===== config.mk =====
export PLATFORM = sky130hd
export DESIGN_NAME = aiu_rx
export DESIGN_NICKNAME = d
export VERILOG_FILES = /design/src/verilog/aiu_pkg.sv /design/src/verilog/aiu_rx.sv
export SDC_FILE = /design/constraint.sdc
export NUM_CORES = 1
export LEC_CHECK = 0
export BUFFER_PORTS_ARGS = -buffer_cell sky130_fd_sc_hd__buf_2
export CAP_MARGIN = 20
export CORE_ASPECT_RATIO = 0.75
export CORE_MARGIN = 4
export CORE_UTILIZATION = 45
export DETAILED_ROUTE_END_ITERATION = 8
export PLACE_DENSITY = 0.65
export SYNTH_ARGS = -nofsm -noshare
export SYNTH_HDL_FRONTEND = slang
export SYNTH_SLANG_ARGS = --single-unit
export TNS_END_PERCENT = 1

===== constraint.sdc =====
create_clock -name aclk -period 4.4 [get_ports aclk]
set_clock_uncertainty 0.15 [all_clocks]
set_input_delay 1.32 -clock aclk [delete_from_list [all_inputs] [get_ports aclk]]
set_output_delay 1.32 -clock aclk [all_outputs]
set_load 0.01 [all_outputs]

===== src/verilog/aiu_pkg.sv =====
// package: register map, field layout and timing constants of the audio input port
package aiu_pkg;
  // register byte offsets
  localparam logic [7:0] AIU_CFG_OFS    = 8'h00;
  localparam logic [7:0] AIU_OSC_OFS    = 8'h04;
  localparam logic [7:0] AIU_DIV_OFS    = 8'h08;
  localparam logic [7:0] AIU_HALF_OFS   = 8'h0c;
  localparam logic [7:0] AIU_STAT_OFS   = 8'h10;
  localparam logic [7:0] AIU_LEFT_OFS   = 8'h14;
  localparam logic [7:0] AIU_RIGHT_OFS  = 8'h18;
  localparam int         AIU_ADDR_W     = 8;
  // config field positions
  localparam int         AIU_CFG_MASTER = 0;
  localparam int         AIU_CFG_RISE   = 1;
  localparam int         AIU_CFG_EN     = 2;
  // reset values and clamp minimums
  localparam logic [2:0]  AIU_CFG_RST   = 3'h6;
  localparam logic [31:0] AIU_OSC_RST   = 32'h0000_0000;
  localparam logic [7:0]  AIU_DIV_RST   = 8'h08;
  localparam logic [5:0]  AIU_HALF_RST  = 6'h20;
  localparam logic [7:0]  AIU_DIV_MIN   = 8'h02;
  localparam logic [5:0]  AIU_HALF_MIN  = 6'h01;
  // axi responses
  localparam logic [1:0]  AIU_RESP_OK   = 2'h0;
  localparam logic [1:0]  AIU_RESP_ERR  = 2'h2;
  // timing: main clock, bit clock ceiling and oscillator ceiling
  localparam int          AIU_CLK_HZ    = 40_000_000;
  localparam int          AIU_SCK_MAX_HZ = 22_000_000;
  localparam int          AIU_OSC_MAX_HZ = 40_000_000;
  // least main-clock cycles per bit clock period, rounded up
  localparam int          AIU_SCK_MIN_CYC = (AIU_CLK_HZ + AIU_SCK_MAX_HZ - 1) / AIU_SCK_MAX_HZ;

  // software configuration as seen by the serial logic
  typedef struct packed {
    logic        master;
    logic        rise;
    logic        enable;
    logic [31:0] osc_step;
    logic [7:0]  sck_div;
    logic [5:0]  half_bits;
  } aiu_cfg_type;

  // one received stereo frame
  typedef struct packed {
    logic [31:0] left;
    logic [31:0] right;
  } aiu_frame_type;

  // bit clock role
  typedef enum logic [0:0] {AIU_ROLE_SLAVE = 1'b0, AIU_ROLE_MASTER = 1'b1} aiu_role_type;
endpackage


===== src/verilog/aiu_rx.sv =====
// audio input serial receiver with axi4-lite register slave
//
// The implementer's own choices: the AXI4-Lite interface to the registers and the register addresses.
`timescale 1ns/1ps
`default_nettype none
module aiu_rx
  import aiu_pkg::*;
(
  input  wire logic                  aclk,
  input  wire logic                  aresetn,
  // axi4-lite slave
  input  wire logic [AIU_ADDR_W-1:0] s_axi_awaddr,
  input  wire logic                  s_axi_awvalid,
  output logic                       s_axi_awready,
  input  wire logic [31:0]           s_axi_wdata,
  input  wire logic [3:0]            s_axi_wstrb,
  input  wire logic                  s_axi_wvalid,
  output logic                       s_axi_wready,
  output logic [1:0]                 s_axi_bresp,
  output logic                       s_axi_bvalid,
  input  wire logic                  s_axi_bready,
  input  wire logic [AIU_ADDR_W-1:0] s_axi_araddr,
  input  wire logic                  s_axi_arvalid,
  output logic                       s_axi_arready,
  output logic [31:0]                s_axi_rdata,
  output logic [1:0]                 s_axi_rresp,
  output logic                       s_axi_rvalid,
  input  wire logic                  s_axi_rready,
  // converter pins
  output logic                       oversample_clock_out,
  input  wire logic                  serial_bit_clock_i,
  output logic                       serial_bit_clock_o,
  output logic                       serial_bit_clock_oe,
  input  wire logic                  serial_data_in,
  input  wire logic                  word_select_line_i,
  output logic                       word_select_line_o,
  output logic                       word_select_line_oe,
  // received samples
  output aiu_frame_type              frame_out,
  output logic                       frame_valid
);

  // byte-lane merge for register writes
  function automatic logic [31:0] lane_merge(input logic [31:0] old_v, input logic [31:0] new_v,
                                             input logic [3:0] strb);
    logic [31:0] res;
    res = old_v;
    for (int i = 0; i < 4; i++)
      if (strb[i])
        res[i*8 +: 8] = new_v[i*8 +: 8];
    return res;
  endfunction

  // true for an offset that maps a register; status and sample registers count for reads only
  function automatic logic reg_hit(input logic [AIU_ADDR_W-1:0] a, input logic wr);
    logic ok;
    ok = (a == AIU_CFG_OFS) || (a == AIU_OSC_OFS) || (a == AIU_DIV_OFS) || (a == AIU_HALF_OFS);
    if (!wr)
      ok = ok || (a == AIU_STAT_OFS) || (a == AIU_LEFT_OFS) || (a == AIU_RIGHT_OFS);
    return ok;
  endfunction

  aiu_cfg_type           cfg_r;
  aiu_role_type          role;
  logic [AIU_ADDR_W-1:0] aw_addr_r;
  logic                  aw_have_r;
  logic [31:0]           w_data_r;
  logic [3:0]            w_strb_r;
  logic                  w_have_r;
  logic                  do_write;
  logic [31:0]           cfg_word;
  logic [31:0]           cfg_merge;
  logic [31:0]           osc_merge;
  logic [31:0]           div_merge;
  logic [31:0]           half_merge;
  logic [31:0]           osc_acc_r;
  logic                  osc_prev_r;
  logic                  osc_tick;
  logic [7:0]            div_eff;
  logic [5:0]            half_eff;
  logic [7:0]            div_cnt_r;
  logic                  sck_out_r;
  logic                  sck_src;
  logic [2:0]            sck_sync_r;
  logic [2:0]            sd_sync_r;
  logic [2:0]            ws_sync_r;
  logic                  sck_lvl_r;
  logic                  sd_lvl_r;
  logic                  ws_lvl_r;
  logic                  rise_ev;
  logic                  fall_ev;
  logic                  samp_ev;
  logic                  sck_nxt;
  logic                  mst_drive;
  logic                  ws_src;
  logic                  ws_out_r;
  logic [5:0]            ws_cnt_r;
  logic                  ws_now;
  logic                  ws_prev_r;
  logic [31:0]           shift_r;
  logic [31:0]           left_r;
  logic [15:0]           frame_cnt_r;

  assign role     = aiu_role_type'(cfg_r.master);
  assign cfg_word = {29'h0, cfg_r.enable, cfg_r.rise, cfg_r.master};

  // merged write words; a select on a call result is not portable, so they are named
  assign cfg_merge  = lane_merge(cfg_word, w_data_r, w_strb_r);
  assign osc_merge  = lane_merge(cfg_r.osc_step, w_data_r, w_strb_r);
  assign div_merge  = lane_merge({24'h0, cfg_r.sck_div}, w_data_r, w_strb_r);
  assign half_merge = lane_merge({26'h0, cfg_r.half_bits}, w_data_r, w_strb_r);

  // write address and data are taken independently, in either order
  assign s_axi_awready = !aw_have_r && !s_axi_bvalid;
  assign s_axi_wready  = !w_have_r && !s_axi_bvalid;
  assign do_write      = aw_have_r && w_have_r && !s_axi_bvalid;

  always_ff @(posedge aclk)
  begin
    if (!aresetn)
    begin
      aw_have_r <= 1'b0;
      w_have_r  <= 1'b0;
      aw_addr_r <= '0;
      w_data_r  <= 32'h0000_0000;
      w_strb_r  <= 4'h0;
    end
    else
    begin
      if (s_axi_awvalid && s_axi_awready)
      begin
        aw_have_r <= 1'b1;
        aw_addr_r <= s_axi_awaddr;
      end
      else if (do_write)
        aw_have_r <= 1'b0;
      if (s_axi_wvalid && s_axi_wready)
      begin
        w_have_r <= 1'b1;
        w_data_r <= s_axi_wdata;
        w_strb_r <= s_axi_wstrb;
      end
      else if (do_write)
        w_have_r <= 1'b0;
    end
  end

  // write response one cycle after both halves are held
  always_ff @(posedge aclk)
  begin
    if (!aresetn)
    begin
      s_axi_bvalid <= 1'b0;
      s_axi_bresp  <= AIU_RESP_OK;
    end
    else if (do_write)
    begin
      s_axi_bvalid <= 1'b1;
      s_axi_bresp  <= reg_hit(aw_addr_r, 1'b1) ? AIU_RESP_OK : AIU_RESP_ERR;
    end
    else if (s_axi_bready)
      s_axi_bvalid <= 1'b0;
  end

  // configuration registers; unmapped writes change nothing
  always_ff @(posedge aclk)
  begin
    if (!aresetn)
    begin
      cfg_r.master    <= AIU_CFG_RST[AIU_CFG_MASTER];
      cfg_r.rise      <= AIU_CFG_RST[AIU_CFG_RISE];
      cfg_r.enable    <= AIU_CFG_RST[AIU_CFG_EN];
      cfg_r.osc_step  <= AIU_OSC_RST;
      cfg_r.sck_div   <= AIU_DIV_RST;
      cfg_r.half_bits <= AIU_HALF_RST;
    end
    else if (do_write)
    begin
      case (aw_addr_r)
        AIU_CFG_OFS:
        begin
          cfg_r.master <= cfg_merge[AIU_CFG_MASTER];
          cfg_r.rise   <= cfg_merge[AIU_CFG_RISE];
          cfg_r.enable <= cfg_merge[AIU_CFG_EN];
        end
        AIU_OSC_OFS:  cfg_r.osc_step  <= osc_merge;
        AIU_DIV_OFS:  cfg_r.sck_div   <= div_merge[7:0];
        AIU_HALF_OFS: cfg_r.half_bits <= half_merge[5:0];
        default:      cfg_r <= cfg_r;
      endcase
    end
  end

  // read channel: one read in flight, answered the cycle after acceptance
  assign s_axi_arready = !s_axi_rvalid;

  always_ff @(posedge aclk)
  begin
    if (!aresetn)
    begin
      s_axi_rvalid <= 1'b0;
      s_axi_rdata  <= 32'h0000_0000;
      s_axi_rresp  <= AIU_RESP_OK;
    end
    else if (s_axi_arvalid && s_axi_arready)
    begin
      s_axi_rvalid <= 1'b1;
      s_axi_rresp  <= reg_hit(s_axi_araddr, 1'b0) ? AIU_RESP_OK : AIU_RESP_ERR;
      case (s_axi_araddr)
        AIU_CFG_OFS:   s_axi_rdata <= cfg_word;
        AIU_OSC_OFS:   s_axi_rdata <= cfg_r.osc_step;
        AIU_DIV_OFS:   s_axi_rdata <= {24'h0, cfg_r.sck_div};
        AIU_HALF_OFS:  s_axi_rdata <= {26'h0, cfg_r.half_bits};
        AIU_STAT_OFS:  s_axi_rdata <= {13'h0, ws_lvl_r, sck_lvl_r, role, frame_cnt_r};
        AIU_LEFT_OFS:  s_axi_rdata <= frame_out.left;
        AIU_RIGHT_OFS: s_axi_rdata <= frame_out.right;
        default:       s_axi_rdata <= 32'h0000_0000;
      endcase
    end
    else if (s_axi_rready)
      s_axi_rvalid <= 1'b0;
  end

  // phase accumulator: f = step * 40 MHz / 2^32; the msb toggle limits the
  // real output to 20 MHz, a trade against needing a faster clock or a pll
  always_ff @(posedge aclk)
  begin
    if (!aresetn)
    begin
      osc_acc_r  <= 32'h0000_0000;
      osc_prev_r <= 1'b0;
    end
    else
    begin
      osc_acc_r  <= cfg_r.enable ? 32'(osc_acc_r + cfg_r.osc_step) : 32'h0000_0000;
      osc_prev_r <= osc_acc_r[31];
    end
  end

  assign oversample_clock_out = osc_acc_r[31];
  assign osc_tick             = osc_acc_r[31] && !osc_prev_r;

  // divisor below two cannot make a bit clock edge pair, so it is clamped
  assign div_eff  = (cfg_r.sck_div < AIU_DIV_MIN) ? AIU_DIV_MIN : cfg_r.sck_div;
  assign half_eff = (cfg_r.half_bits < AIU_HALF_MIN) ? AIU_HALF_MIN : cfg_r.half_bits;

  // next master clock level; word select moves on the edge that leaves the sampling level,
  // taken here at the source because the synchronised edge arrives too late
  assign sck_nxt   = (div_cnt_r >= div_eff - 8'h01) || (div_cnt_r < (div_eff >> 1) - 8'h01);
  assign mst_drive = (role == AIU_ROLE_MASTER) && cfg_r.enable && osc_tick &&
                     (sck_nxt != sck_out_r) && (sck_nxt != cfg_r.rise);

  // master bit clock: one period per div_eff oversample periods
  always_ff @(posedge aclk)
  begin
    if (!aresetn)
    begin
      div_cnt_r <= 8'h00;
      sck_out_r <= 1'b0;
    end
    else if (role == AIU_ROLE_MASTER && cfg_r.enable && osc_tick)
    begin
      div_cnt_r <= (div_cnt_r >= div_eff - 8'h01) ? 8'h00 : div_cnt_r + 8'h01;
      sck_out_r <= sck_nxt;
    end
  end

  assign serial_bit_clock_o  = sck_out_r;
  assign serial_bit_clock_oe = (role == AIU_ROLE_MASTER);
  assign word_select_line_o  = ws_out_r;
  assign word_select_line_oe = (role == AIU_ROLE_MASTER);

  // driven clock and word select re-enter the same chains so data and edges stay aligned
  assign sck_src = (role == AIU_ROLE_MASTER) ? sck_out_r : serial_bit_clock_i;
  assign ws_src  = (role == AIU_ROLE_MASTER) ? ws_out_r : word_select_line_i;

  // three-stage synchronisers; stage 0 feeds only stage 1
  always_ff @(posedge aclk)
  begin
    if (!aresetn)
    begin
      sck_sync_r <= 3'h0;
      sd_sync_r  <= 3'h0;
      ws_sync_r  <= 3'h0;
    end
    else
    begin
      sck_sync_r <= {sck_sync_r[1:0], sck_src};
      sd_sync_r  <= {sd_sync_r[1:0], serial_data_in};
      ws_sync_r  <= {ws_sync_r[1:0], ws_src};
    end
  end

  // a level is accepted once stages one and two agree
  always_ff @(posedge aclk)
  begin
    if (!aresetn)
    begin
      sck_lvl_r <= 1'b0;
      sd_lvl_r  <= 1'b0;
      ws_lvl_r  <= 1'b0;
    end
    else
    begin
      if (sck_sync_r[1] == sck_sync_r[2])
        sck_lvl_r <= sck_sync_r[2];
      if (sd_sync_r[1] == sd_sync_r[2])
        sd_lvl_r <= sd_sync_r[2];
      if (ws_sync_r[1] == ws_sync_r[2])
        ws_lvl_r <= ws_sync_r[2];
    end
  end

  assign rise_ev  = (sck_sync_r[1] == sck_sync_r[2]) && sck_sync_r[2] && !sck_lvl_r;
  assign fall_ev  = (sck_sync_r[1] == sck_sync_r[2]) && !sck_sync_r[2] && sck_lvl_r;
  assign samp_ev  = cfg_r.enable && (cfg_r.rise ? rise_ev : fall_ev);

  // master word select: toggles after half_eff bits, on the non-sampling edge
  always_ff @(posedge aclk)
  begin
    if (!aresetn)
    begin
      ws_out_r <= 1'b0;
      ws_cnt_r <= 6'h00;
    end
    else if (mst_drive)
    begin
      if (ws_cnt_r >= half_eff - 6'h01)
      begin
        ws_cnt_r <= 6'h00;
        ws_out_r <= !ws_out_r;
      end
      else
        ws_cnt_r <= ws_cnt_r + 6'h01;
    end
  end

  // word select is taken from its synchroniser on the data sampling edge
  assign ws_now = ws_lvl_r;

  // assembly: any word length accepted, last 32 bits kept, msb first
  always_ff @(posedge aclk)
  begin
    if (!aresetn)
    begin
      ws_prev_r   <= 1'b0;
      shift_r     <= 32'h0000_0000;
      left_r      <= 32'h0000_0000;
      frame_out   <= '0;
      frame_valid <= 1'b0;
      frame_cnt_r <= 16'h0000;
    end
    else
    begin
      frame_valid <= 1'b0;
      if (samp_ev)
      begin
        ws_prev_r <= ws_now;
        if (ws_now != ws_prev_r)
        begin
          shift_r <= {31'h0, sd_lvl_r};
          if (!ws_prev_r)
            left_r <= shift_r;
          else
          begin
            frame_out   <= '{left: left_r, right: shift_r};
            frame_valid <= 1'b1;
            frame_cnt_r <= frame_cnt_r + 16'h0001;
          end
        end
        else
          shift_r <= {shift_r[30:0], sd_lvl_r};
      end
    end
  end

endmodule // aiu_rx
`default_nettype wire


Yosys cells after proc, flatten, opt, wreduce, memory -nomap -nowiden

Index checks and enable logic that the tools add are counted.
Widths: inputs -> output; s select.

$add $sub $neg: 7
$lt $le $gt $ge: 5
Equal/unequal tests: 15
Muxes and demuxes: 21
Bitwise logic cells: 1
Reductions and logical operators: 53

Operators with widths:

| cell                  | number |
|---|---|
| $pmux 32 s7           | 1 |
| $add 32x32->32        | 1 |
| $eq 8x4->1 const B    | 4 |
| $mux 32               | 1 |
| $reduce_and 3->1      | 10 |
| $eq 8x5->1 const B    | 3 |
| $logic_and 1x1->1     | 17 |
| $add 16x1->16 const B | 1 |
| $eq 8x3->1 const B    | 2 |
| $logic_not 8->1       | 2 |
| $mux 8                | 2 |
| $mux 1                | 13 |
| $mux 6                | 2 |
| $logic_or 1x1->1      | 10 |
| $add 8x1->8 const B   | 1 |
| $ge 8x8->1            | 1 |
| $logic_not 1->1       | 8 |
| $lt 8x2->1 const B    | 1 |
| $lt 8x8->1            | 1 |
| $reduce_bool 2->1     | 4 |
| $sub 7x1->8 const B   | 1 |
| $sub 8x1->8 const B   | 1 |
| $add 6x1->6 const B   | 1 |
| $ge 6x6->1            | 1 |
| other kinds (7)       | 13 |

Register bits: 340
Bits of input ports: 62
Output and inout port bits: 111
Word-level logic and storage cells: 140

Depth between registers and ports, before layout

Gate-level depths: netlist of the first run.

Depth after elaboration: 10
Gate-level depth with buffers: 16
Mapped depth without buffers: 14

Worst setup path before layout of the first run

Ideal clock, no wire load.

Path kind: reg2reg
Start point: register cfg_r[12] (netlist bit)
End point: register ws_cnt_r[4]
Setup time: 70 ps
Arrival: 3609 ps
Data required time: 4180 ps
Slack: 571 ps
Stages on the path, launching flop included: 16
Path buffers: 1
Clock period less this slack: 3829 ps
Path through: dfxtp_1 -> clkbuf_1 -> nor2_1 -> a21oi_2 -> ha_1 -> nor3b_1 -> nor3b_1 -> nand2_1 -> xor2_1 -> ha_1 -> a2111oi_0 -> a32o_1 -> o221a_2 -> mux2i_2 -> or4_1 -> a21oi_1

Longest elaborated chain between the ends: 8
Elaborated cells on any way between the ends: 11
Classes of those cells: add/sub: 2; order compare: 3; eq/ne: 2; mux: 1; reduce/logical: 3

RTL lines:

| item                                              | line          | RTL |
|---|---|---|
| start: declaration                                | aiu_rx.sv:63  | `aiu_cfg_type cfg_r;` |
| start signal: assignment                          | aiu_rx.sv:189 | `default: cfg_r <= cfg_r;` |
| $lt 8x2->1                                        | aiu_rx.sv:244 | `assign div_eff = (cfg_r.sck_div < AIU_DIV_MIN) ? AIU_DIV_MIN : cfg_r.sck_div;` |
| $mux 8 *                                          | aiu_rx.sv:244 |  |
| $sub 8x1->8 / $sub 7x1->8 (equally long branches) | aiu_rx.sv:249 | `assign sck_nxt = (div_cnt_r >= div_eff - 8'h01) \|\| (div_cnt_r < (div_eff >> 1) - 8'h01);` |
| $ge 8x8->1 / $lt 8x8->1 (equally long branches)   | aiu_rx.sv:249 |  |
| $logic_or 1x1->1 *                                | aiu_rx.sv:249 |  |
| $ne 1x1->1                                        | aiu_rx.sv:251 | `(sck_nxt != sck_out_r) && (sck_nxt != cfg_r.rise);` |
| $logic_and 1x1->1                                 | aiu_rx.sv:250 | `assign mst_drive = (role == AIU_ROLE_MASTER) && cfg_r.enable && osc_tick &&` |
| $logic_and 1x1->1 *                               | aiu_rx.sv:251 |  |
| end signal: assignment                            | aiu_rx.sv:334 | `ws_cnt_r <= ws_cnt_r + 6'h01;` |
| end: declaration                                  | aiu_rx.sv:97  | `logic [5:0] ws_cnt_r;` |

Every way passes the cells marked *; elsewhere a longest branch is shown, timed or not.
A chain may end at the register's enable or synchronous reset.

Final worst setup path of the first run

Start point: register cfg_r[10] (netlist bit)
End point: register ws_cnt_r[4]

Same word-level chain as after synthesis.

==> results.txt, run 1 <==
The run finished with clean final reports. The first global-routing pass estimated 67.5 mm of wire. Once layout is complete, the utilization of the core stands at 53.0%. For the share of the yosys chip area belonging to registers, the log shows 44.1%. The congestion estimate from routability-driven global placement came to 0.895. The worst register-to-register path has a depth of 14.

The routed design uses 17.8 mm of met2 wire. In this run, the number of DRC markers left after iteration 0 of detailed routing was 1,193. The min-delay analysis places its worst path in the category register to register.

After synthesis, the netlist uses 80 different library cells. The kind of cell with the highest combined delay along the critical path is compound AO/OA/AOI/OAI gates. The number of instances in the placed design is 2,308, and the total global routing overflow is 0.

Max-cap violations in this run came to 0. The logs give 29.9 mm for the detailed-placement wirelength estimate and 128 for the pin count of the biggest net entering global routing. Among all stages on the critical path, the largest delay is contributed by or4_1. In this run the critical register-to-register path is launched from cfg_r[10]. The run gives 4.69 ns as the endpoint required time on the critical path. In the finished design, the share of the clock period the worst path needs comes to 93.1%.

The average instance in the mapped netlist occupies 8.64 um2. The synthesized design contains 0 enable-type register cells. The clock-pin transition on the worst setup and hold timing paths was 0.06 ns. TritonCTS built the clock tree. The cell that appears most often on the critical path is ha_1. Post-route total power: 6.49 mW. Along the worst hold path, the cell count comes to 2. 173 I/O pins were placed.

The run gives 0 as the final hold violation count. The count of buffers inserted at the top-level ports is 170. The sum of routed wire length over all layers was 42.4 mm. Power spread over the standard cell area amounts to 365 nW/um2. The maximum clock frequency was 244 MHz.

The core region is 33,500 um2. Adding up every negative setup slack in the final design gives 0 ns. Global routing used 22.0% of the available tracks across all layers. After detailed routing, the wire length on met1 is 21.1 mm.

At the pin with the least slew margin, the transition time is 0.973 ns. The number of global-route vias before repair came out at 12,100. After technology mapping, the gate count stands at 1,774. For the arrival time reported for the critical path endpoint, the log shows 4.39 ns. The tree is rooted in a clkbuf_16. The number of filler instances in the final layout was 3,186. The tools report the count of synthesis-stage warnings from yosys as 0. For this run, the detailed router's first-pass iteration total came to 5.

The endpoint of the worst hold-timing path is frame_out[45]. The worst setup path is of the register to register kind. Buffers inserted during clock tree synthesis total 37.

The run gives 0 as the remaining design rule violation count. The count of pins over their slew limit is 0. The tools report the maximum clock path buffer count as 3. Setup violations remaining at the end of the flow were counted as 0. In this run the critical register-to-register path is captured at ws_cnt_r[4]. The buffer and inverter count on the worst path was 1. In this run the static leakage power is 6.96 nW. For this configuration, the core starts out at a cell density of 45.7%. In the final routed layout, each cell accounts on average for 17.9 um. For this run, the post-layout net count is 2,021.

After synthesis, the share of flip-flops with an asynchronous set or reset is 0%. Registers take 6770 um2. STA classifies the critical path endpoint as a register. After detailed routing, the number of vias per cell comes to 5.37. Row generation in the floorplan step produced 58 rows.

At the later pin of the worst-skew pair, clock insertion delay measures 0.54 ns. The placed instances occupy a cell area of 16,500 um2. The horizontal extent of the die is 221 um. The logs give 12,800 for the via count and 2.57 mm for the met3 wire length. In the synthesized netlist the dominant register cell turns out to be dfxtp_1. Walking the worst path, the cells encountered are nor4_4 > a21oi_2 > ha_1 > nor3b_2 > buf_4 > nand2_1 > xor2_1 > ha_1 > a2111oi_1 > a32o_1 > o221a_2 > mux2i_4 > or4_1 > a21oi_1. After synthesis the cells add up to 15,300 um2. The clock tree synthesis step divided the H-tree into 2 levels.

Final critical path time including I/O delays and setup: 4.10 ns. Across all register-to-register paths, the minimum setup slack is 0.30 ns. Once detail routing completed, the nets flagged for antenna violations numbered 0. Area enclosed by the die boundary: 37,100 um2.

The run gives 35.0% as the worst relative slew slack. The tree built by TritonCTS fans out to 338 sinks. The largest fanout on the critical path was 15; the area of combinational cells with multiple inputs was 8100 um2. Summing all non-filler instances in the final layout gives an area of 17,800 um2.

The number of antenna violations at the first check in global routing is 0, and the height of the chip is 168 um. The synthesized design contains 338 register bits. Setup repair after global routing left no endpoint under its margin.

The count of cells in the finished layout, fillers not included, comes to 2,375. The largest incremental delay on the critical path was 0.54 ns. The startpoint identified for the worst hold timing path is left_r[13]. 0 antenna diodes ended up in the layout. For the maximum vdd drop, the log shows 0.000224 V. The critical path starts at cfg_r[10]. The hold-fix buffer count after cts is 0.

Of the cells placed in the final design, the portion with a size suffix greater than 1 is 14.0%. STA classifies the critical path startpoint as a register. From synthesis to final layout, the design area changed by 16.0%. After detailed routing, no signal wire sits above met4.
power by group:
group / internal, mW / switching, mW / leakage, nW / total, mW
sequential: 3.10 / 0.0295 / 2.73 / 3.12
clock: 1.87 / 1.28 / 0.603 / 3.15
combinational: 0.0901 / 0.122 / 3.63 / 0.212
total: 5.06 / 1.43 / 6.96 / 6.49
cell usage in the layout, fill, tap and decap left out, types with 4 or more instances in the layout:
cell / netlist / final
o21ai_1: 14 / 13
and3_1: 7 / 7
ha_1: 61 / 61
nor2b_1: 78 / 78
o211ai_1: 4 / 4
a22oi_1: 49 / 49
o31ai_1: 4 / 4
a21boi_0: 122 / 122
a21o_1: 18 / 18
a222oi_1: 4 / 4
clkbuf_16: 0 / 38
inv_1: 21 / 21
nand3b_1: 4 / 4
clkbuf_1: 96 / 13
a211oi_1: 7 / 7
buf_4: 4 / 19
clkbuf_8: 0 / 5
or3_1: 7 / 7
xnor2_1: 23 / 22
nor2_1: 59 / 57
a21boi_1: 74 / 74
a21oi_1: 92 / 92
clkinv_2: 0 / 4
nand3_1: 40 / 40
nand2b_1: 9 / 9
and2_1: 23 / 23
nand2_1: 404 / 404
nor3b_1: 7 / 4
mux2i_1: 49 / 49
a31oi_1: 9 / 9
buf_2: 4 / 169
o21a_1: 7 / 7
nand4_1: 12 / 12
dfxtp_1: 338 / 337
o21ai_0: 23 / 23
xor2_1: 27 / 27
nor3_1: 14 / 13
kinds of logic after synthesis:
group	after synthesis	share of synthesized area, %
and+or+nand+nor	691	20.8
AOI/OAI and AO/OA	451	20.3
DFF	338	44.1
buffers and inverters	129	3.35
adders and majority gates	62	5.11
muxes	51	3.36
xor gates and xnor gates	50	2.86
other	2	0.0490
final cells by class:
class                           instances  area share (%)
Multi-Input combinational cell       1308            45.6
Timing Repair Buffer                  191            5.85
Clock inverter                         11           0.922
Inverter                               21           0.443
Sequential cell                       338            38.1
Tap cell                              450            3.17
Clock buffer                           56            6.01
metrics by stage:
stage                     hold WS, ns  setup slack (ns)
final                           0.288             0.304
after global routing            0.320            0.0115
after CTS                       0.294           0.00610
after detailed placement        0.294            0.0532
after global placement          0.286             0.318
after floorplan                 0.262             0.571
routing by layer:
metal / GRT usage (%) / vias to the layer above
met5: 0 / -
met2: 32.8 / 306
met3: 4.11 / 61
met1: 33.0 / 6034
li1: - / 6350
met4: 5.72 / 0
worst max-delay path by stage:
stage	to	cells past startpoint
after floorplan	ws_cnt_r[4]	15
after global placement	ws_cnt_r[3]	14
after detailed placement	ws_cnt_r[4]	14
after CTS	ws_cnt_r[3]	14
after global routing	ws_cnt_r[4]	14
final	ws_cnt_r[4]	14
flip-flops by register name, indices dropped and copies added (netlist names), 3 cells and up:
register     flops
cfg_r           48
w_strb_r         4
shift_r         32
sck_sync_r       3
frame_cnt_r     16
ws_cnt_r         6
frame_out       64
w_data_r        32
s_axi_rdata     32
aw_addr_r        8
div_cnt_r        8
sd_sync_r        3
osc_acc_r       32
ws_sync_r        3
left_r          32
cells in the mapped netlist (all sizes together) (10+ instances only):
| library cell | number | area share, % |
|---|---|---|
| a21oi | 93 | 3.1 |
| nand3 | 40 | 1.3 |
| and2 | 25 | 1.0 |
| nor2 | 60 | 1.5 |
| nand2 | 404 | 9.9 |
| nor3 | 14 | 0.46 |
| buf | 10 | 0.42 |
| inv | 21 | 0.51 |
| a21boi | 196 | 9.6 |
| a21o | 18 | 0.88 |
| a22oi | 49 | 2.4 |
| ha | 61 | 5.0 |
| mux2i | 50 | 3.3 |
| dfxtp | 338 | 44 |
| nor2b | 78 | 3.2 |
| xnor2 | 23 | 1.3 |
| xor2 | 27 | 1.5 |
| nand4 | 12 | 0.49 |
| clkbuf | 98 | 2.4 |
| o21ai | 37 | 1.2 |
worst register-to-register path, delay by kind of cell (launching register included):
family / cells / cell delay, ns
buf+inv: 1 / 0.15
xor+xnor: 1 / 0.15
fa+ha+maj: 2 / 0.59
mux: 1 / 0.14
flops: 1 / 0.49
simple gates: 4 / 0.93
compound gates: 5 / 1.43
repair_timing:
item                                    in CTS  in global routing
resized for setup                            0                  5
setup buffers                                0                  0
endpoints found under the setup margin       0                  7
No activity file was read; power rests on OpenSTA's default activity.
==> inputs of run 2 (changes only) <==
--- a/config.mk
+++ b/config.mk
@@ -9,9 +9,10 @@
 export CAP_MARGIN = 20
 export CORE_ASPECT_RATIO = 0.75
 export CORE_MARGIN = 4
-export CORE_UTILIZATION = 45
+export CORE_UTILIZATION = 35
 export DETAILED_ROUTE_END_ITERATION = 8
-export PLACE_DENSITY = 0.65
+export PLACE_DENSITY = 0.53
+export SETUP_SLACK_MARGIN = 0.05
 export SYNTH_ARGS = -nofsm -noshare
 export SYNTH_HDL_FRONTEND = slang
 export SYNTH_SLANG_ARGS = --single-unit
==> run 2 against run 1 <==
  * Utilization down 12 points
  * Largest power group unchanged
  * Die area up 27%
  * Combinational power about the same
  * Wire length up 5.9%
  * Via count down 0.56%
  * Register-to-register slack worse by 0.06 ns
==> results.txt, run 2 (synthesis gave the netlist of run 1 again) <==
The run finished with clean final reports. The run gives 0 (unchanged) as the setup violation total in the final timing report. The path class of the tightest hold or removal check is register to register. The length of the first detailed-routing pass in iterations came out at 5 (unchanged). The ratio of final minimum period to clock period came out at 94.4% (+1.3 points). The run gives 101 (-21%) as the pin count of the biggest net entering global routing.

Setup repair after global routing left no endpoint under its margin. For the diode insertion count for antenna repair, the log shows 0 (unchanged). Traced cell by cell, the critical path runs through nor2_1 > a21oi_2 > ha_1 > nor3b_1 > buf_4 > nand2_1 > xor2_1 > ha_1 > a2111oi_0 > a32o_1 > o221a_2 > mux2i_4 > or4_1 > a21oi_1.

The reported max-cap violation count is 0 (unchanged). Largest delay contributor family on the critical path: compound AO/OA/AOI/OAI gates. H-tree depth: 2 (unchanged). The slew at the pin with the worst max-slew slack works out to 0.976 ns (+0.00326 ns). Horizontal extent of the die: 250 um (+13%).

The clock latency on the worst-skew pair came out at 0.54 ns (about the same). The tools report the wire length of the first global-routing pass as 70.2 mm (+4.1%). The number of filler instances in the final layout was 4,374 (+37%).

Tracing the worst setup path back leads to its startpoint at cfg_r[12]. The slowest stage of the critical path is the or4_1 cell. The vias per cell works out to 5.06 (-5.7%). The beginning of the worst hold path was sck_sync_r[0]. The standby leakage power came out at 6.96 nW (about the same).

Number of placement rows: 66 (+14%). The tools report the element type at the critical path end as a register. The post-route total power was 6.48 mW (-0.16%). In the final layout, the registers with the most flip-flops are frame_out x64, cfg_r x48. The most common cell after layout, fill and taps aside was nand2_1. The final hold violation count is 0 (unchanged). The violation count after the first detailed-routing iteration came out at 823 (-31%). The maximum clock frequency was 241 MHz (-1.4%).

Starting density of the core: 35.4% (-10 points). The total global routing overflow is 0 (unchanged). The average wire per standard cell is 17.9 um (+0.43%). Startpoint type of the worst setup path: a register. The hold-fix buffer count after cts is 0 (unchanged). The critical path in this run is classified as register to register.

The sum of routed wire length over all layers is 44.9 mm (+5.9%). The clock sink count is 338 (unchanged). The run gives 3 (unchanged) as the maximum clock path buffer count.

More flip-flops sit in one register than any other, and that register is frame_out. The setup total negative slack was 0 ns (unchanged). The run gives 0.286 ns (-0.00124 ns) as the worst hold margin. The detailed-placement wirelength estimate is 31.7 mm (+6.2%), and the remaining design rule violation count is 0 (unchanged). For the overall global routing resource usage, the log shows 18.4% (-3.7 points).

The flip-flop count of the largest register, all copies and words added works out to 64 (unchanged). The endpoint required time on the critical path was 4.71 ns (+0.02 ns); the layout overhead on the synthesized area was 17.0%. The logs give 34.9% (about the same) for the worst relative slew slack and 12,000 (-1.0%) for the number of global-route vias before repair. The via count was 12,700 (-0.56%).

The arrival time reported for the critical path endpoint is 4.47 ns (+0.08 ns), and the number of antenna violations at the first check in global routing is 0 (unchanged). The tools report the startpoint of the worst register-to-register path as cfg_r[12]. By instance count, the cell type seen most on the critical path is ha_1. The buffer and inverter count on the worst path is 1 (unchanged). The top cell types in the final layout, fill and taps aside, are nand2_1 (404), dfxtp_1 (335), buf_2 (169), a21boi_0 (122), a21oi_1 (92). The total number of nets in the final design is 2,024 (+0.15%).

CTS placed an instance of clkbuf_16 at the clock tree root. For the CTS buffer count, the log shows 38 (+2.7%). TritonCTS built the clock tree. The logs give 43,400 um2 (+29%) for the core box area and 47,200 um2 (+27%) for the area enclosed by the die boundary. The final critical path time including I/O delays and setup came out at 4.15 ns (+0.0580 ns). The height of the chip is 189 um (+13%), and the total power density per cell area is 361 nW/um2 (-0.97%).

The routability-driven placement congestion ratio was 0.863 (-3.6%); the count of buffers inserted at the top-level ports was 170 (unchanged). The count of pins on the block boundary is 173 (unchanged), and the largest fanout on the critical path is 15 (unchanged). The logs give 0 (unchanged) for the antenna violation net count after detailed routing and 0 (unchanged) for the count of pins over their slew limit. The maximum vdd drop was 0.000236 V (+5.4%). The largest incremental delay on the critical path works out to 0.52 ns (-0.02 ns). The share of post-route cells with drive strength above 1 is 14.3% (+0.36 points), and the clock-pin transition on the worst setup and hold timing paths is 0.06 ns (about the same).
[run 2: cell count changes in the layout (fill, tap and decap cells not counted), sizes merged]
cell	delta
buf	+2
clkinv	+2
bufinv	-1
clkbuf	-2
[run 2: path summary, 6_finish.rpt]
| check | end | slack, ns | cells past startpoint |
|---|---|---|---|
| worst max-delay path | ws_cnt_r[4] | 0.25 | 14 |
| worst min-delay path | sck_sync_r[1] | 0.29 | 1 |
| worst max register to register | ws_cnt_r[4] | 0.25 | 14 |
| worst min register to register | sck_sync_r[1] | 0.29 | 1 |
[run 2: what timing repair did]
action | 4_1_cts | 5_1_grt
endpoints found under the setup margin | 2 | 7
endpoints found under the hold margin | 0 | 0
pin swaps | 0 | 1
buffers inserted | 0 | 1
gates resized for setup | 1 | 4
[run 2: layout make-up]
| type | count | area, um2 | share of cell area (%) |
|---|---|---|---|
| well taps | 578 | 723 | 4.03 |
| clock inverters | 12 | 129 | 0.719 |
| inverters | 21 | 78.8 | 0.440 |
| multi-input cells | 1308 | 8110 | 45.2 |
| flip-flops and latches | 338 | 6770 | 37.8 |
| repair buffers | 193 | 1030 | 5.74 |
| clock buffers | 54 | 1090 | 6.08 |
[run 2: power breakdown]
group	leakage (nW)	internal, mW	switching (mW)
clock network	0.607	1.85	1.29
logic	3.62	0.0896	0.125
registers	2.73	3.10	0.0289
[run 2: per-stage QoR]
step                worst slack (ns)  instance area (um2)  util [%]  cells
floorplan                      0.571                15300         -   1775
global placement               0.256                16700      38.5   2437
detailed placement            0.0671                16700      38.5   2437
CTS                            0.168                17900      41.3   2503
global route                  0.0348                17900      41.4   2504
finish                         0.246                17900      41.4   2504
[run 2: metal layers]
layer  up-vias  part of all wire (%)  track usage [%]
li1       6348                     -                -
met1      6019                    52             28.4
met2       259                    41             26.7
met3        53                   4.6             3.13
met4         0                   1.9             3.92
met5         -                     0                0
==> inputs of run 3 (changes only) <==
--- a/config.mk
+++ b/config.mk
@@ -9,9 +9,9 @@
 export CAP_MARGIN = 20
 export CORE_ASPECT_RATIO = 0.75
 export CORE_MARGIN = 4
-export CORE_UTILIZATION = 35
+export CORE_UTILIZATION = 30
 export DETAILED_ROUTE_END_ITERATION = 8
-export PLACE_DENSITY = 0.53
+export PLACE_DENSITY = 0.47
 export SETUP_SLACK_MARGIN = 0.05
 export SYNTH_ARGS = -nofsm -noshare
 export SYNTH_HDL_FRONTEND = slang
==> run 3 against run 2 <==
  * Non-clock buffer count increased by 3
  * Register-to-register slack improved by 0.04 ns
  * Combinational power increased by 3%
  * Count of clock-buffer cells in the layout decreased by 1
  * Sequential power about the same
==> results.txt, run 3 (synthesis gave the netlist of run 1 again) <==
The run finished with clean final reports. Worst hold margin: 0.285 ns (-0.00104 ns). Average wire per standard cell: 18.1 um (+1.1%).

The number of global-route vias before repair is 12,100 (+0.59%), and the clock latency on the worst-skew pair is 0.55 ns (about the same). The ratio of final minimum period to clock period is 93.5% (-0.87 points), and the number of antenna violations at the first check in global routing is 0 (unchanged). The startpoint of the worst register-to-register path is cfg_r[12]. The largest individual stage delay along the critical path comes from the cell or4_1. The global routing usage on met2 came out at 23.9% (-2.9 points).

The logs give 30.4% (-4.9 points) for the starting density of the core and 25.9% (-2.4 points) for the global-route met1 utilization. The largest fanout on the critical path is 15 (unchanged). The worst relative slew slack is 36.4% (+1.5 points). For the flop-to-flop setup slack, the log shows 0.28 ns (+0.04 ns). Flip-flop count of the largest register, all copies and words added: 64 (unchanged). The number of filler instances in the final layout was 5,161 (+18%).

The tools report the endpoint of the worst setup timing path as ws_cnt_r[5]. The top cell types in the final layout, fill and taps aside, are nand2_1 (404), dfxtp_1 (334), buf_2 (169), a21boi_0 (122), a21oi_1 (92). The cell sitting at the root of the clock tree is a clkbuf_16. The clock sink count is 338 (unchanged), and the endpoint required time on the critical path is 4.73 ns (+0.02 ns). The run gives 2.87% (-0.26 points) as the routing usage on met3. The tools report the element type at the critical path end as a register. The path depth of the worst reg2reg path is 15 (+1). Type of the most critical hold path: register to register. The horizontal extent of the die is 269 um (+7.8%). The antenna violation net count after detailed routing was 0 (unchanged); the length of the first detailed-routing pass in iterations was 5 (unchanged). The pin count of the biggest net entering global routing is 157 (+55%). The setup total negative slack was 0 ns (unchanged). STA classifies the critical path startpoint as a register.

The CTS buffer count is 39 (+2.6%). The height of the chip is 204 um (+7.7%). The largest delay contributor family on the critical path was compound AO/OA/AOI/OAI gates. For the H-tree depth, the log shows 2 (unchanged). The run gives 173 (unchanged) as the count of pins on the block boundary. In this run the critical register-to-register path is captured at ws_cnt_r[5]. The sum of routed wire length over all layers was 47.0 mm (+4.7%); the final critical path time including I/O delays and setup was 4.12 ns (-0.0383 ns). The tools report the total number of nets in the final design as 2,028 (+0.20%). The total global routing overflow is 0 (unchanged), and the maximum clock frequency is 243 MHz (+0.93%). The tools report the wire length of the first global-routing pass as 71.9 mm (+2.4%). The signal on the critical path passes through nor2_1 > a21oi_2 > ha_1 > nor3b_2 > buf_4 > nand2_1 > xor2_1 > ha_1 > a2111oi_1 > a32o_1 > o221a_2 > mux2i_2 > buf_4 > or4_1 > a21oi_1.

The logs give 16.7% (-1.6 points) for the overall global routing resource usage and 7.08 nW (+1.8%) for the standby leakage power. frame_out holds more flip-flops than any other register. The largest registers in the layout are frame_out x64, cfg_r x48. Setup repair after global routing left no endpoint under its margin.

Critical path class: register to register. Startpoint of the most critical setup path: cfg_r[12]. The slew at the pin with the worst max-slew slack works out to 0.953 ns (-0.0226 ns). The buffer and inverter count on the worst path works out to 2 (+1). The area enclosed by the die boundary is 54,800 um2 (+16%). The logs give 4.45 ns (-0.02 ns) for the arrival time reported for the critical path endpoint and 0 (unchanged) for the count of pins over their slew limit. Maximum vdd drop: 0.000191 V (-19%). The largest incremental delay on the critical path works out to 0.51 ns (about the same). TritonCTS built the clock tree. The layer carrying the most global-route usage was met1.

The setup violation total in the final timing report came out at 0 (unchanged). The routability-driven placement congestion ratio came out at 0.898 (+4.1%). For the reported max-cap violation count, the log shows 0 (unchanged). The layout overhead on the synthesized area came out at 19.2%. The clock-pin transition on the worst setup and hold timing paths works out to 0.06 ns (about the same). The count of buffers inserted at the top-level ports was 170 (unchanged).

The logs give 0 (unchanged) for the hold-fix buffer count after cts and 50,400 um2 (+16%) for the core box area. The share of post-route cells with drive strength above 1 was 15.0% (+0.72 points). The tools report the remaining design rule violation count as 0 (unchanged). The library cell used most frequently in the layout, excluding fill and tap cells, is nand2_1. The maximum clock path buffer count was 3 (unchanged); the violation count after the first detailed-routing iteration was 860 (+4.5%).

For the via count, the log shows 12,600 (-0.53%). The tools report the detailed-placement wirelength estimate as 33.5 mm (+5.6%). The number of logic stages on the critical path including buffering was 15 (+1). The number of placement rows is 71 (+7.6%), and the total power density per cell area is 374 nW/um2 (+3.5%).

The worst hold path stage count is 1 (unchanged). The vias per cell came out at 4.87 (-3.9%). Final hold violation count: 0 (unchanged).
[run 3: report_power, final]
group	switching (mW)	internal (mW)	leakage (nW)	total, mW
sequential	0.0291	3.10	2.73	3.12
clock	1.36	2.13	0.694	3.49
combinational	0.130	0.0910	3.66	0.221
[run 3: worst min-delay path by stage]
stage	slack, ns	endpoint	startpoint
2_1_floorplan	0.26	sck_sync_r[1]	sck_sync_r[0]
6_report	0.29	sck_sync_r[1]	sck_sync_r[0]
3_5_place_dp	0.27	sd_sync_r[1]	sd_sync_r[0]
5_1_grt	0.31	sck_sync_r[1]	sck_sync_r[0]
3_3_place_gp	0.28	ws_sync_r[1]	ws_sync_r[0]
4_1_cts	0.29	sck_sync_r[1]	sck_sync_r[0]
[run 3: metrics by stage]
stage	setup WS, ns	area [um2]	total power, mW	cells	util, %
2_1_floorplan	0.571	15300	3.32	1775	-
3_3_place_gp	0.264	16800	3.42	2518	33.5
3_5_place_dp	0.159	16800	3.42	2518	33.5
4_1_cts	0.121	18200	6.94	2589	36.2
5_1_grt	0.0369	18300	7.09	2591	36.3
6_report	0.284	18300	6.83	2592	36.3
[run 3: final cells by class]
class	count	area [um2]	area share, %
antenna	1	2.50	0.0137
clock buffer	53	1150	6.29
clock inverter	18	234	1.28
inverter	21	78.8	0.432
multi-input combinational	1308	8110	44.4
sequential	338	6770	37.1
tap	657	822	4.50
timing repair buffer	196	1100	6.03
[run 3: timing repair]
item / 4_1_cts / 5_1_grt
setup endpoints to repair: 0 / 7
buffers inserted: 0 / 2
resized for setup: 0 / 7
[run 3: routing by layer]
layer | wire, um | part of all wire [%]
met1 | 24700 | 53
met2 | 19000 | 40
met3 | 2320 | 4.9
met4 | 970 | 2.1
met5 | 0 | 0
